### config.mk
export PLATFORM = sky130hd
export DESIGN_NAME = tsg_gate
export DESIGN_NICKNAME = d
export VERILOG_FILES = /design/src/pkg/tsg_pkg.sv /design/src/rtl/tsg_gate.sv /design/src/rtl/tsg_sync.sv /design/src/rtl/tsg_timer.sv
export SDC_FILE = /design/constraint.sdc
export NUM_CORES = 1
export LEC_CHECK = 0
export BUFFER_PORTS_ARGS = -buffer_cell sky130_fd_sc_hd__buf_2
export CORE_MARGIN = 2
export CORE_UTILIZATION = 45
export DETAILED_ROUTE_END_ITERATION = 10
export GPL_ROUTABILITY_DRIVEN = 0
export PLACE_DENSITY = 0.62
export SLEW_MARGIN = 5
export SYNTH_ARGS = -nofsm -noshare
export SYNTH_HDL_FRONTEND = slang
export SYNTH_SLANG_ARGS = --single-unit
### constraint.sdc
create_clock -name mclk -period 3.4 [get_ports mclk]
set_input_delay 0.34 -clock mclk [delete_from_list [all_inputs] [get_ports mclk]]
set_output_delay 0.34 -clock mclk [all_outputs]
set_load 0.02 [all_outputs]
### src/pkg/tsg_pkg.sv
package tsg_pkg;

	// timing, all copy and program times are upper bounds
	localparam int MCLK_NS    = 10;
	localparam int T_COPYR_NS = 20000;
	localparam int T_COPYW_NS = 40000;
	localparam int T_PROG_NS  = 40000;
	localparam int T_POR_NS   = 20000;
	localparam logic [11:0] COPYR_CYC = 12'(T_COPYR_NS / MCLK_NS);
	localparam logic [11:0] COPYW_CYC = 12'(T_COPYW_NS / MCLK_NS);
	localparam logic [11:0] PROG_CYC  = 12'(T_PROG_NS / MCLK_NS);
	localparam logic [11:0] POR_CYC   = 12'(T_POR_NS / MCLK_NS);

	// bus addressing and opcodes
	localparam logic [3:0] DEV_ID_HI    = 4'h9;
	localparam logic [7:0] GC_WRITE     = 8'h00;
	localparam logic [7:0] GC_RELATCH   = 8'h04;
	localparam logic [7:0] GC_RESET     = 8'h06;
	localparam logic [7:0] OP_NV2V_CODE = 8'hB8;
	localparam logic [7:0] OP_V2NV_CODE = 8'h48;

	// pointer values
	localparam logic [7:0] PTR_TEMP    = 8'h00;
	localparam logic [7:0] PTR_CFG     = 8'h01;
	localparam logic [7:0] PTR_LOW_LIMIT    = 8'h02;
	localparam logic [7:0] PTR_HIGH_LIMIT   = 8'h03;
	localparam logic [7:0] PTR_NVCFG   = 8'h11;
	localparam logic [7:0] PTR_NVTLOW  = 8'h12;
	localparam logic [7:0] PTR_NVTHIGH = 8'h13;

	// configuration fields
	localparam int LOCK_POS     = 2;
	localparam int LOCKDOWN_POS = 1;
	localparam int BUSY_POS     = 0;
	localparam logic [15:0] LOCK_MASK     = 16'(1) << LOCK_POS;
	localparam logic [15:0] LOCKDOWN_MASK = 16'(1) << LOCKDOWN_POS;
	localparam logic [15:0] BUSY_MASK     = 16'(1) << BUSY_POS;

	// reset and factory values
	localparam logic [15:0] VOL_RST     = 16'h0000;
	localparam logic [15:0] NVCFG_DEF   = 16'h0000;
	localparam logic [15:0] NVTLOW_DEF  = 16'h4B00;
	localparam logic [15:0] NVTHIGH_DEF = 16'h5000;
	localparam logic [4:0]  SYNC_RST    = 5'h03;

	typedef enum logic [6:0] {
		S_IDLE = 7'h01,
		S_ADDR = 7'h02,
		S_AACK = 7'h04,
		S_RX   = 7'h08,
		S_RACK = 7'h10,
		S_TX   = 7'h20,
		S_TACK = 7'h40
	} tsg_state_e;

	typedef enum logic [6:0] {
		OP_NONE    = 7'h01,
		OP_NVCFG   = 7'h02,
		OP_NVTLOW  = 7'h04,
		OP_NVTHIGH = 7'h08,
		OP_COPYR   = 7'h10,
		OP_COPYW   = 7'h20,
		OP_BOOT    = 7'h40
	} tsg_op_e;

endpackage

### src/rtl/tsg_gate.sv
module tsg_gate
	import tsg_pkg::*;
(
	// clock and reset
	input  wire logic        mclk,
	input  wire logic        rst,
	// two-wire bus
	input  wire logic        scl,
	input  wire logic        sda_i,
	output logic             sda_o,
	output logic             sda_oe,
	// straps and sensor
	input  wire logic [2:0]  address_select_pins,
	input  wire logic [15:0] temp_value,
	input  wire logic        factory_load,
	// status
	output logic             nonvolatile_busy_flag,
	output logic             register_lock_bit,
	output logic             permanent_lockdown_bit,
	output logic      [15:0] cfg_volatile,
	output logic      [15:0] low_limit,
	output logic      [15:0] high_limit
);

	logic [4:0]  s_w;
	logic        scl_s, sda_s, scl_rise, scl_fall, start_c, stop_c;
	logic        tload, tdone, locked_w, copy_busy, rd_ok_w;
	logic        rx_end, addr_end, is_op_w, pdat_lock;
	logic [11:0] tcyc;
	logic [15:0] rd_val_w, nvcfg_keep;
	tsg_state_e  st_q, st_d;
	tsg_op_e     pend_q, pend_d, bkind_q, bkind_d;
	logic [7:0]  sh_q, sh_d, ptr_q, ptr_d, dhi_q, dhi_d;
	logic [3:0]  bitc_q, bitc_d;
	logic [1:0]  nb_q, nb_d;
	logic        rw_q, rw_d, gc_q, gc_d, cmd_q, cmd_d, ack_q, ack_d;
	logic        oe_q, oe_d, busy_q, busy_d, boot_q, boot_d;
	logic        scl_p, scl_p_d, sda_p, sda_p_d;
	logic [15:0] tx_q, tx_d, pdat_q, pdat_d;
	logic [2:0]  addr_q, addr_d;
	logic [15:0] vcfg_q, vcfg_d, vtlow_q, vtlow_d, vthigh_q, vthigh_d;
	logic [15:0] nvcfg_q, nvcfg_d, nvtlow_q, nvtlow_d, nvthigh_q, nvthigh_d;
	logic [11:0] bcnt_q;

	function automatic logic is_vol(input logic [7:0] p);
		return p == PTR_CFG || p == PTR_LOW_LIMIT || p == PTR_HIGH_LIMIT;
	endfunction

	function automatic logic is_wr(input logic [7:0] p);
		return is_vol(p) || p == PTR_NVCFG || p == PTR_NVTLOW
			|| p == PTR_NVTHIGH;
	endfunction

	tsg_sync #(.W(5), .RST(SYNC_RST)) u_sync (
		.mclk (mclk),
		.rst  (rst),
		.d    ({address_select_pins, sda_i, scl}),
		.q    (s_w)
	);

	tsg_timer u_tmr (
		.mclk   (mclk),
		.rst    (rst),
		.load   (tload),
		.cycles (tcyc),
		.done   (tdone)
	);

	assign scl_s     = s_w[0];
	assign sda_s     = s_w[1];
	assign scl_rise  = scl_s & ~scl_p;
	assign scl_fall  = ~scl_s & scl_p;
	assign start_c   = scl_s & scl_p & sda_p & ~sda_s;
	assign stop_c    = scl_s & scl_p & ~sda_p & sda_s;
	assign locked_w  = nvcfg_q[LOCK_POS] | nvcfg_q[LOCKDOWN_POS];
	assign copy_busy = busy_q & (bkind_q == OP_COPYR || bkind_q == OP_BOOT);
	assign rx_end    = st_q == S_RX && scl_fall && bitc_q == 4'h8;
	assign addr_end  = st_q == S_ADDR && scl_fall && bitc_q == 4'h8;
	assign is_op_w   = sh_q == OP_NV2V_CODE || sh_q == OP_V2NV_CODE;
	assign pdat_lock  = pdat_q[LOCK_POS];
	assign nvcfg_keep = nvcfg_q & ~LOCK_MASK;
	// reads allowed while busy
	assign rd_ok_w = !busy_q || ptr_q == PTR_TEMP
		|| (is_vol(ptr_q) && !copy_busy);

	assign sda_o                  = 1'b0;
	assign sda_oe                 = oe_q;
	assign nonvolatile_busy_flag  = busy_q;
	assign register_lock_bit      = nvcfg_q[LOCK_POS];
	assign permanent_lockdown_bit = nvcfg_q[LOCKDOWN_POS];
	assign cfg_volatile           = vcfg_q;
	assign low_limit              = vtlow_q;
	assign high_limit             = vthigh_q;

	always_comb begin
		case (ptr_q)
			PTR_TEMP:    rd_val_w = temp_value;
			PTR_CFG:     rd_val_w = (vcfg_q & ~BUSY_MASK)
				| ({16{busy_q}} & BUSY_MASK);
			PTR_LOW_LIMIT:    rd_val_w = vtlow_q;
			PTR_HIGH_LIMIT:   rd_val_w = vthigh_q;
			PTR_NVCFG:   rd_val_w = nvcfg_q;
			PTR_NVTLOW:  rd_val_w = nvtlow_q;
			PTR_NVTHIGH: rd_val_w = nvthigh_q;
			default:     rd_val_w = VOL_RST;
		endcase
	end

	// bus engine, command gate and volatile registers
	always_comb begin
		logic        ack_v;
		logic [15:0] data_v;
		ack_v    = 1'b0;
		data_v   = {dhi_q, sh_q};
		st_d     = st_q;
		sh_d     = sh_q;
		bitc_d   = bitc_q;
		nb_d     = nb_q;
		rw_d     = rw_q;
		gc_d     = gc_q;
		cmd_d    = cmd_q;
		ack_d    = ack_q;
		oe_d     = oe_q;
		tx_d     = tx_q;
		ptr_d    = ptr_q;
		dhi_d    = dhi_q;
		pend_d   = pend_q;
		pdat_d   = pdat_q;
		busy_d   = busy_q;
		bkind_d  = bkind_q;
		boot_d   = boot_q;
		addr_d   = addr_q;
		vcfg_d   = vcfg_q;
		vtlow_d  = vtlow_q;
		vthigh_d = vthigh_q;
		scl_p_d  = scl_s;
		sda_p_d  = sda_s;
		tload    = 1'b0;
		tcyc     = COPYR_CYC;
		if (boot_q) begin
			boot_d  = 1'b0;
			busy_d  = 1'b1;
			bkind_d = OP_BOOT;
			tload   = 1'b1;
			tcyc    = POR_CYC;
		end
		if (tdone) begin
			busy_d = 1'b0;
			if (bkind_q == OP_COPYR || bkind_q == OP_BOOT) begin
				vcfg_d   = nvcfg_q;
				vtlow_d  = nvtlow_q;
				vthigh_d = nvthigh_q;
			end
			if (bkind_q == OP_BOOT)
				addr_d = s_w[4:2];
		end
		if (start_c) begin
			st_d   = S_ADDR;
			bitc_d = 4'h0;
			oe_d   = 1'b0;
			pend_d = OP_NONE;
		end else if (stop_c) begin
			st_d   = S_IDLE;
			oe_d   = 1'b0;
			pend_d = OP_NONE;
			if (pend_q != OP_NONE && !busy_q) begin
				busy_d  = 1'b1;
				bkind_d = pend_q;
				tload   = 1'b1;
				tcyc    = pend_q == OP_COPYR ? COPYR_CYC
					: pend_q == OP_COPYW ? COPYW_CYC : PROG_CYC;
			end
		end else begin
			unique case (st_q)
				S_IDLE: begin
				end
				S_ADDR, S_RX: begin
					if (scl_rise) begin
						sh_d   = {sh_q[6:0], sda_s};
						bitc_d = bitc_q + 4'h1;
					end else if (scl_fall && bitc_q == 4'h8) begin
						bitc_d = 4'h0;
						if (st_q == S_ADDR) begin
							st_d  = S_AACK;
							rw_d  = sh_q[0];
							gc_d  = sh_q == GC_WRITE;
							cmd_d = 1'b0;
							nb_d  = 2'h0;
							tx_d  = rd_val_w;
							if (sh_q[7:1] == {DEV_ID_HI, addr_q})
								ack_v = !sh_q[0] || rd_ok_w;
							else
								ack_v = sh_q == GC_WRITE;
						end else begin
							st_d = S_RACK;
							nb_d = nb_q == 2'h3 ? nb_q : nb_q + 2'h1;
							if (gc_q) begin
								ack_v = nb_q == 2'h0 && !busy_q
									&& (sh_q == GC_RELATCH
									|| sh_q == GC_RESET);
								if (ack_v) begin
									addr_d = s_w[4:2];
									boot_d = sh_q == GC_RESET;
								end
							end else if (nb_q == 2'h0) begin
								if (is_op_w) begin
									cmd_d = 1'b1;
									ack_v = !busy_q;
									if (!busy_q && !locked_w)
										pend_d = sh_q == OP_NV2V_CODE
											? OP_COPYR
											: OP_COPYW;
								end else begin
									ptr_d = sh_q;
									ack_v = 1'b1;
								end
							end else if (nb_q == 2'h1) begin
								dhi_d = sh_q;
								ack_v = cmd_q || !is_wr(ptr_q)
									|| !busy_q;
							end else begin
								ack_v = 1'b1;
								if (nb_q == 2'h2 && !cmd_q) begin
									case (ptr_q)
										PTR_CFG:
											if (!locked_w)
												vcfg_d = data_v;
										PTR_LOW_LIMIT:
											if (!locked_w)
												vtlow_d = data_v;
										PTR_HIGH_LIMIT:
											if (!locked_w)
												vthigh_d = data_v;
										PTR_NVCFG:
											if (!nvcfg_q[LOCKDOWN_POS]) begin
												pend_d = OP_NVCFG;
												pdat_d = locked_w
													? nvcfg_keep
													| (data_v & LOCK_MASK)
													: data_v;
											end
										PTR_NVTLOW, PTR_NVTHIGH:
											if (!locked_w) begin
												pend_d = ptr_q == PTR_NVTLOW
													? OP_NVTLOW : OP_NVTHIGH;
												pdat_d = data_v;
											end
										default: begin
										end
									endcase
								end
							end
						end
						ack_d = ack_v;
						oe_d  = ack_v;
					end
				end
				S_AACK: if (scl_fall) begin
					oe_d = 1'b0;
					if (!ack_q) begin
						st_d = S_IDLE;
					end else if (rw_q) begin
						st_d = S_TX;
						oe_d = ~tx_q[15];
					end else begin
						st_d = S_RX;
					end
				end
				S_RACK: if (scl_fall) begin
					oe_d = 1'b0;
					st_d = ack_q ? S_RX : S_IDLE;
				end
				S_TX: if (scl_rise) begin
					bitc_d = bitc_q + 4'h1;
				end else if (scl_fall) begin
					tx_d = {tx_q[14:0], 1'b0};
					if (bitc_q == 4'h8) begin
						oe_d   = 1'b0;
						st_d   = S_TACK;
						bitc_d = 4'h0;
					end else begin
						oe_d = ~tx_q[14];
					end
				end
				S_TACK: if (scl_rise) begin
					ack_d = ~sda_s;
				end else if (scl_fall) begin
					st_d = ack_q ? S_TX : S_IDLE;
					oe_d = ack_q & ~tx_q[15];
				end
			endcase
		end
	end

	always_ff @(posedge mclk) begin
		if (rst) begin
			st_q <= S_IDLE;
			sh_q <= 8'h00;
			bitc_q <= 4'h0;
			nb_q <= 2'h0;
			{rw_q, gc_q, cmd_q, ack_q, oe_q} <= 5'h00;
			tx_q <= VOL_RST;
			ptr_q <= PTR_TEMP;
			dhi_q <= 8'h00;
			pend_q <= OP_NONE;
			pdat_q <= VOL_RST;
			busy_q <= 1'b1;
			bkind_q <= OP_BOOT;
			boot_q <= 1'b1;
			addr_q <= 3'h0;
			{vcfg_q, vtlow_q, vthigh_q} <= {3{VOL_RST}};
			{scl_p, sda_p} <= 2'h3;
		end else begin
			st_q <= st_d;
			sh_q <= sh_d;
			bitc_q <= bitc_d;
			nb_q <= nb_d;
			{rw_q, gc_q, cmd_q, ack_q, oe_q} <= {rw_d, gc_d, cmd_d, ack_d, oe_d};
			tx_q <= tx_d;
			ptr_q <= ptr_d;
			dhi_q <= dhi_d;
			pend_q <= pend_d;
			pdat_q <= pdat_d;
			busy_q <= busy_d;
			bkind_q <= bkind_d;
			boot_q <= boot_d;
			addr_q <= addr_d;
			{vcfg_q, vtlow_q, vthigh_q} <= {vcfg_d, vtlow_d, vthigh_d};
			{scl_p, sda_p} <= {scl_p_d, sda_p_d};
		end
	end

	// nonvolatile cells, untouched by any reset
	always_comb begin
		nvcfg_d   = nvcfg_q;
		nvtlow_d  = nvtlow_q;
		nvthigh_d = nvthigh_q;
		if (factory_load) begin
			nvcfg_d   = NVCFG_DEF;
			nvtlow_d  = NVTLOW_DEF;
			nvthigh_d = NVTHIGH_DEF;
		end else if (tdone) begin
			case (bkind_q)
				OP_NVCFG:   nvcfg_d = pdat_q;
				OP_NVTLOW:  nvtlow_d = pdat_q;
				OP_NVTHIGH: nvthigh_d = pdat_q;
				OP_COPYW: begin
					nvcfg_d   = (vcfg_q & ~(LOCK_MASK | LOCKDOWN_MASK))
						| (nvcfg_q & (LOCK_MASK | LOCKDOWN_MASK));
					nvtlow_d  = vtlow_q;
					nvthigh_d = vthigh_q;
				end
				default: begin
				end
			endcase
		end
	end

	always_ff @(posedge mclk) begin
		nvcfg_q   <= nvcfg_d;
		nvtlow_q  <= nvtlow_d;
		nvthigh_q <= nvthigh_d;
	end

	always_ff @(posedge mclk) begin
		if (rst)
			bcnt_q <= 12'h000;
		else
			bcnt_q <= busy_q ? bcnt_q + 12'h001 : 12'h000;
	end
endmodule

### src/rtl/tsg_sync.sv
module tsg_sync
	import tsg_pkg::*;
#(
	parameter int         W   = 1,
	parameter logic [W-1:0] RST = '0
) (
	// clock and reset
	input  wire logic         mclk,
	input  wire logic         rst,
	// pins in, synchronised out
	input  wire logic [W-1:0] d,
	output logic      [W-1:0] q
);

	logic [W-1:0] m_q;

	always_ff @(posedge mclk) begin
		if (rst) begin
			m_q <= RST;
			q   <= RST;
		end else begin
			m_q <= d;
			q   <= m_q;
		end
	end

endmodule

### src/rtl/tsg_timer.sv
module tsg_timer
	import tsg_pkg::*;
(
	// clock and reset
	input  wire logic        mclk,
	input  wire logic        rst,
	// start and end of a timed operation
	input  wire logic        load,
	input  wire logic [11:0] cycles,
	output logic             done
);

	logic [11:0] cnt_q;
	logic [11:0] cnt_d;
	logic        done_d;

	// done comes exactly cycles edges after load
	always_comb begin
		cnt_d  = cnt_q;
		done_d = 1'b0;
		if (load) begin
			cnt_d = cycles - 12'h001;
		end else if (cnt_q != 12'h000) begin
			cnt_d  = cnt_q - 12'h001;
			done_d = (cnt_q == 12'h001);
		end
	end

	always_ff @(posedge mclk) begin
		if (rst) begin
			cnt_q <= 12'h000;
			done  <= 1'b0;
		end else begin
			cnt_q <= cnt_d;
			done  <= done_d;
		end
	end

endmodule

Word-level counts from Yosys, hierarchy flattened:

Cells that the tools add are included.
W data, S select, Z words.

* $add $sub $neg: 4
* eq/ne operators: 62
* muxes and demuxes: 152
* bitwise gates (word level): 28
* reductions and logical operators: 65

Operator list (number)
* $mux W16: 50
* $pmux W16 S2: 5
* $mux W7: 20
* $pmux W16 S7: 1
* $mux W12: 6
* $mux W1: 39
* $ne A4 B4 Y1 const B: 9
* $pmux W7 S5: 1
* $ne A2 B2 Y1 const B: 16
* $or A16 B3 Y16: 2
* $mux W3: 10
* $mux W4: 7
* $reduce_and A9 Y1: 3
* $eq A8 B5 Y1 const B: 3
* $mux W6: 4
* $sub A12 B1 Y12 const B: 2
* $eq A7 B5 Y1 const B: 3
* $reduce_and A10 Y1: 2
* $reduce_bool A2 Y1: 10
* $reduce_and A6 Y1: 3
* $eq A8 B2 Y1 const B: 2
* $eq A8 B3 Y1 const B: 2
* $logic_not A8 Y1: 2
* $or A16 B1 Y16: 1
* 43 further kinds: 108

* bits in registers: 214
* input port bits: 24
* output and inout bits: 53
* logic and storage cells: 342

Logic depth before layout (Yosys ltp):

* depth in word-level cells: 16
* mapped depth: 11

By module:

A second synthesis with hierarchy kept.

* cells, all modules: 1301
* area total of the unflattened synthesis: 11504.8 µm²

By module, submodules not included
* tsg_gate: instances 1, cells an instance 1163, area each 10229.8 µm²
* tsg_timer: instances 1, cells an instance 118, area each 1012.2 µm²
* tsg_sync: instances 1, cells an instance 20, area each 262.8 µm²

Worst setup path before layout:

No wires, ideal clock.

* path type: reg-to-reg
* start: register st_q[4]
* end: register pdat_q[10]
* data arrival time: 2176 ps
* data required time: 3272 ps
* slack: 1096 ps
* stages on the path, launching flop included: 10
* path buffers: 3
* cell sequence: dfxtp_1 -> or3_1 -> buf_2 -> nor4_4 -> and3_1 -> and3_1 -> buf_6 -> buf_8 -> mux2i_1 -> nor2_1

* word-level cells in the longest chain between the ends: 3
* elaborated cells between the ends (all ways): 5

Ends and longest elaborated chain
* from (decl): RTL line tsg_gate.sv:31 `tsg_state_e st_q, st_d;`
* from (signal assigned): RTL line tsg_gate.sv:314 `st_q <= st_d;`
* $eq A7 B4 Y1 / $eq A7 B2 Y1 (equally long branches): RTL line tsg_gate.sv:174, tsg_gate.sv:183
* $reduce_or A2 Y1 / $not A1 Y1 (equally long branches)
* $reduce_and A13 Y1 (no source line) *
* to (signal assigned): RTL line tsg_gate.sv:323 `pdat_q <= pdat_d;`
* to (decl): RTL line tsg_gate.sv:39 `logic [15:0] tx_q, tx_d, pdat_q, pdat_d;`

Every way passes the cells marked *; elsewhere a longest branch is shown, timed or not.
A chain may end at the register's enable or synchronous reset.

Worst setup path after layout:

* start: register st_q[4]
* end: register dhi_q[2]

* word-level cells in the longest chain between the ends: 3
* elaborated cells between the ends (all ways): 5

Ends and longest elaborated chain
* $eq A7 B4 Y1 / $eq A7 B2 Y1 (equally long branches): RTL line tsg_gate.sv:174, tsg_gate.sv:183
* $reduce_or A2 Y1 / $not A1 Y1 (equally long branches)
* $reduce_and A9 Y1 (no source line) *
* to (signal assigned): RTL line tsg_gate.sv:321 `dhi_q <= dhi_d;`
* to (decl): RTL line tsg_gate.sv:33 `logic [7:0] sh_q, sh_d, ptr_q, ptr_d, dhi_q, dhi_d;`

Marks and branches as above.

==> flow_summary.yaml <==
floorplanning:
  boundaryPins: 77
  start_util_pct: 45.8
  floorplan.rows: 56
  floorplan.die.width_um: 158
  placeable_core_area_mm2: 0.0234
  die_outline_area_mm2: 0.0250
  die_height_um: 158
sta:
  fin_crit_ps: 2820
  clock.fmax_ghz: 0.354
  final_worst_path_period_share_pct: 83.0
  skew_ps: 18.7
  tightest_slew_ps: 1180
  rsz0062_at_grt: "no"
  setup_tns_ps: 0
  setup_violations: 0
  slew_headroom_pct: 21.1
  slew_violations: 0
  hold_ws_ps: 60.3
  finalHoldViolCount: 0
  layout_setup_ws_ps: 579
clock_tree:
  postCtsHoldBufs: 2
  cts_num_sinks: 213
  cts_resized: 0
  tritoncts: "built"
  post-cts-setup-buffer-count: 0
  max-clock-path-buffers: 3
  cts.reportedPaths.clkPinSlew_ps: 60
  clk_root_buffer_cell: "sky130_fd_sc_hd__clkbuf_16"
  htree_num_levels: 1
  clock_insertion_delay_at_the_later_pin_of_the_skew_report_ps: 530
  tritoncts.num_buffers: 24
detailed_routing:
  detail-route-antenna-nets: 0
  remaining_drc_errors: 0
  routed_wl_um: 31700
  drtIter0Drc: 659
  vias_per_cell: 5.87
  detailroute.via_count: 9332
  drt-wirelength-per-cell_um: 19.9
  drt-pass1-iter-count: 7
hold_path:
  worstHoldEndpoint: "u_sync.m_q[2]$_SDFF_PP0_"
  start_point_of_the_worst_hold_path: "address_select_pins[0]"
  min-delay-path-class: "input pin to flip-flop"
  min_delay_path_depth: 2
synthesis:
  synth_nets: 1251
  synth_top_cells_by_area: "sky130_fd_sc_hd__dfxtp_1 (40%), sky130_fd_sc_hd__mux2i_1 (9.3%), sky130_fd_sc_hd__nor2_1 (6.9%)"
  synth_top_area_share_pct: 39.8
  synth-seq-area-share_pct: 39.8
  synth-edff-count: 0
  synthDominantAreaCellType: "sky130_fd_sc_hd__dfxtp_1"
  synth_ff_type: "sky130_fd_sc_hd__dfxtp_1"
  ys_top_cells_by_count: "sky130_fd_sc_hd__dfxtp_1 (213), sky130_fd_sc_hd__nor2_1 (196), sky130_fd_sc_hd__nand2_1 (103), sky130_fd_sc_hd__mux2i_1 (99), sky130_fd_sc_hd__a21oi_1 (76)"
  number_of_distinct_standard_cells_referenced_by_the_synthesized_netlist: 74
  syn_area_per_cell_um2: 8.81
  yosysWarnings: 0
  synthesis.instances: 1216
  syn_area_mm2: 0.0107
  ys_seq_elements: 213
  post-synth-top-count-cell: "sky130_fd_sc_hd__dfxtp_1"
  asyncSetResetFlopFracSynth_pct: 0
finish:
  fill_cells: 2265
  fraction_of_final_layout_cells_with_drive_strength_greater_than_1_pct: 17.1
  nets: 1287
  syn2layout_area_growth_pct: 13.3
  insertedDiodeCount: 0
setup_path:
  critical_path_peak_fanout: 11
  rr_worst_depth: 6
  critPathLaunchType: "flip-flop"
  r2r_setup_slack_ps: 580
  worstPathRequired_ps: 3780
  cp-end-kind: "flip-flop"
  reg2reg_from: "st_q[4]$_SDFFE_PP0P_"
  arrival_ps: 3200
  worst-setup-path-type: "flip-flop to flip-flop"
  crit-reg2reg-capture: "dhi_q[2]$_SDFFE_PP0P_"
power:
  p_leak_nw: 4.78
  ir_worst_vdd_uv: 332
  power_density_mw_per_mm2: 429
global_routing:
  grt_overflow: 0
  gr-usage-all-layers_pct: 25.4
  first_global_vias: 8869
  maximum_number_of_pins_on_one_net_before_global_route_repair: 151
  initial_antenna_violation_count: 0
  grt_first_pass_wirelength_um: 49800
placed_design:
  post-dp-hpwl_um: 20300
  place_worst_setup_slack_ps: 586
  io_buffers: 75
run_status:
  run_status: "finished clean"
run:
  cap_violations: 0
## through the flow
step | area [um^2] | std cells | util (%) | power [mW]
6_report | 12100 | 1589 | 51.8 | 5.20
5_1_grt | 12100 | 1589 | 51.8 | 5.39
4_1_cts | 12100 | 1589 | 51.8 | 5.25
3_5_place_dp | 11300 | 1543 | 48.5 | 2.78
3_3_place_gp | 11300 | 1543 | 48.5 | 2.78
2_1_floorplan | 10700 | 1216 | - | 2.72
## worst max path at each step
| stage | start | end | depth (start not counted) |
|---|---|---|---|
| CTS | st_q[4]$_SDFFE_PP0P_ | dhi_q[0]$_SDFFE_PP0P_ | 6 |
| detailed placement | st_q[4]$_SDFFE_PP0P_ | dhi_q[0]$_SDFFE_PP0P_ | 6 |
| finish | st_q[4]$_SDFFE_PP0P_ | dhi_q[2]$_SDFFE_PP0P_ | 6 |
| floorplan | st_q[4]$_SDFFE_PP0P_ | pdat_q[10]$_SDFFE_PP0P_ | 9 |
| global route | st_q[6]$_SDFFE_PP0P_ | dhi_q[6]$_SDFFE_PP0P_ | 6 |
| global placement | st_q[4]$_SDFFE_PP0P_ | dhi_q[2]$_SDFFE_PP0P_ | 6 |
## final cells by class
type	count	area, um^2	area share [%]
sequential	213	4270	35.2
multi-input combinational	891	6010	49.6
timing repair buffer	104	626	5.16
inverter	18	67.6	0.557
clock inverter	7	48.8	0.402
tap	319	399	3.29
clock buffer	37	709	5.85
## cell families after synthesis
family          Yosys count  share of synthesized area [%]
compound gates          263                           18.0
fa+ha+maj                11                           1.29
flops                   213                           39.8
mux                     135                           14.2
other cells               1                         0.0350
xor+xnor                 19                           1.55
simple gates            462                           20.8
buf+inv                 112                           4.33
## registers in the layout, summed over array words and instances (netlist names), 2 cells and up
register      count
u_sync.m_q        5
nvtlow_q         16
addr_q            3
u_sync.q          5
bkind_q           7
pdat_q           16
pend_q            6
tx_q             16
st_q              7
low_limit        16
nvthigh_q        16
dhi_q             8
nb_q              2
bitc_q            4
nvcfg_q          16
high_limit       16
cfg_volatile     16
sh_q              8
ptr_q             8
u_tmr.cnt_q      12
## metal layers
layer / global-route usage, % / up-vias / part of all wire [%]
li1: - / 4473 / -
met1: 36.3 / 4506 / 46
met2: 40.8 / 300 / 45
met3: 3.59 / 53 / 6.7
met4: 5.92 / 0 / 2.0
met5: 0 / - / 0
## placed cells by master, fill, tap and decap left out, drive strengths merged, types with 11 or more instances in the layout
cell type    n
a311oi      31
a221oi      14
a211oi      63
a21oi       76
mux2        25
ha          11
nor3b       14
nor2b       14
nor2       196
mux2i       99
mux4        11
dfxtp      213
o21ai       21
nor3        22
buf        102
nand4       11
clkbuf      37
nor4        11
xnor2       11
nand3       20
nand2      103
inv         18
## power by group
| part | total [mW] | internal, mW | leakage [nW] | switching (mW) |
|---|---|---|---|---|
| logic | 0.185 | 0.0739 | 2.68 | 0.111 |
| clock network | 2.48 | 1.44 | 0.374 | 1.04 |
| registers | 2.54 | 2.52 | 1.72 | 0.0204 |
## critical path: stages, from the launching register on
cell and delay (ps):
sky130_fd_sc_hd__dfxtp_1 400, sky130_fd_sc_hd__or3_1 530, sky130_fd_sc_hd__nor4_4 540, sky130_fd_sc_hd__and3_1 470, sky130_fd_sc_hd__nand4_2 400, sky130_fd_sc_hd__mux2i_1 280, sky130_fd_sc_hd__nor2_1 60
Power figures use the tool's default switching activity.
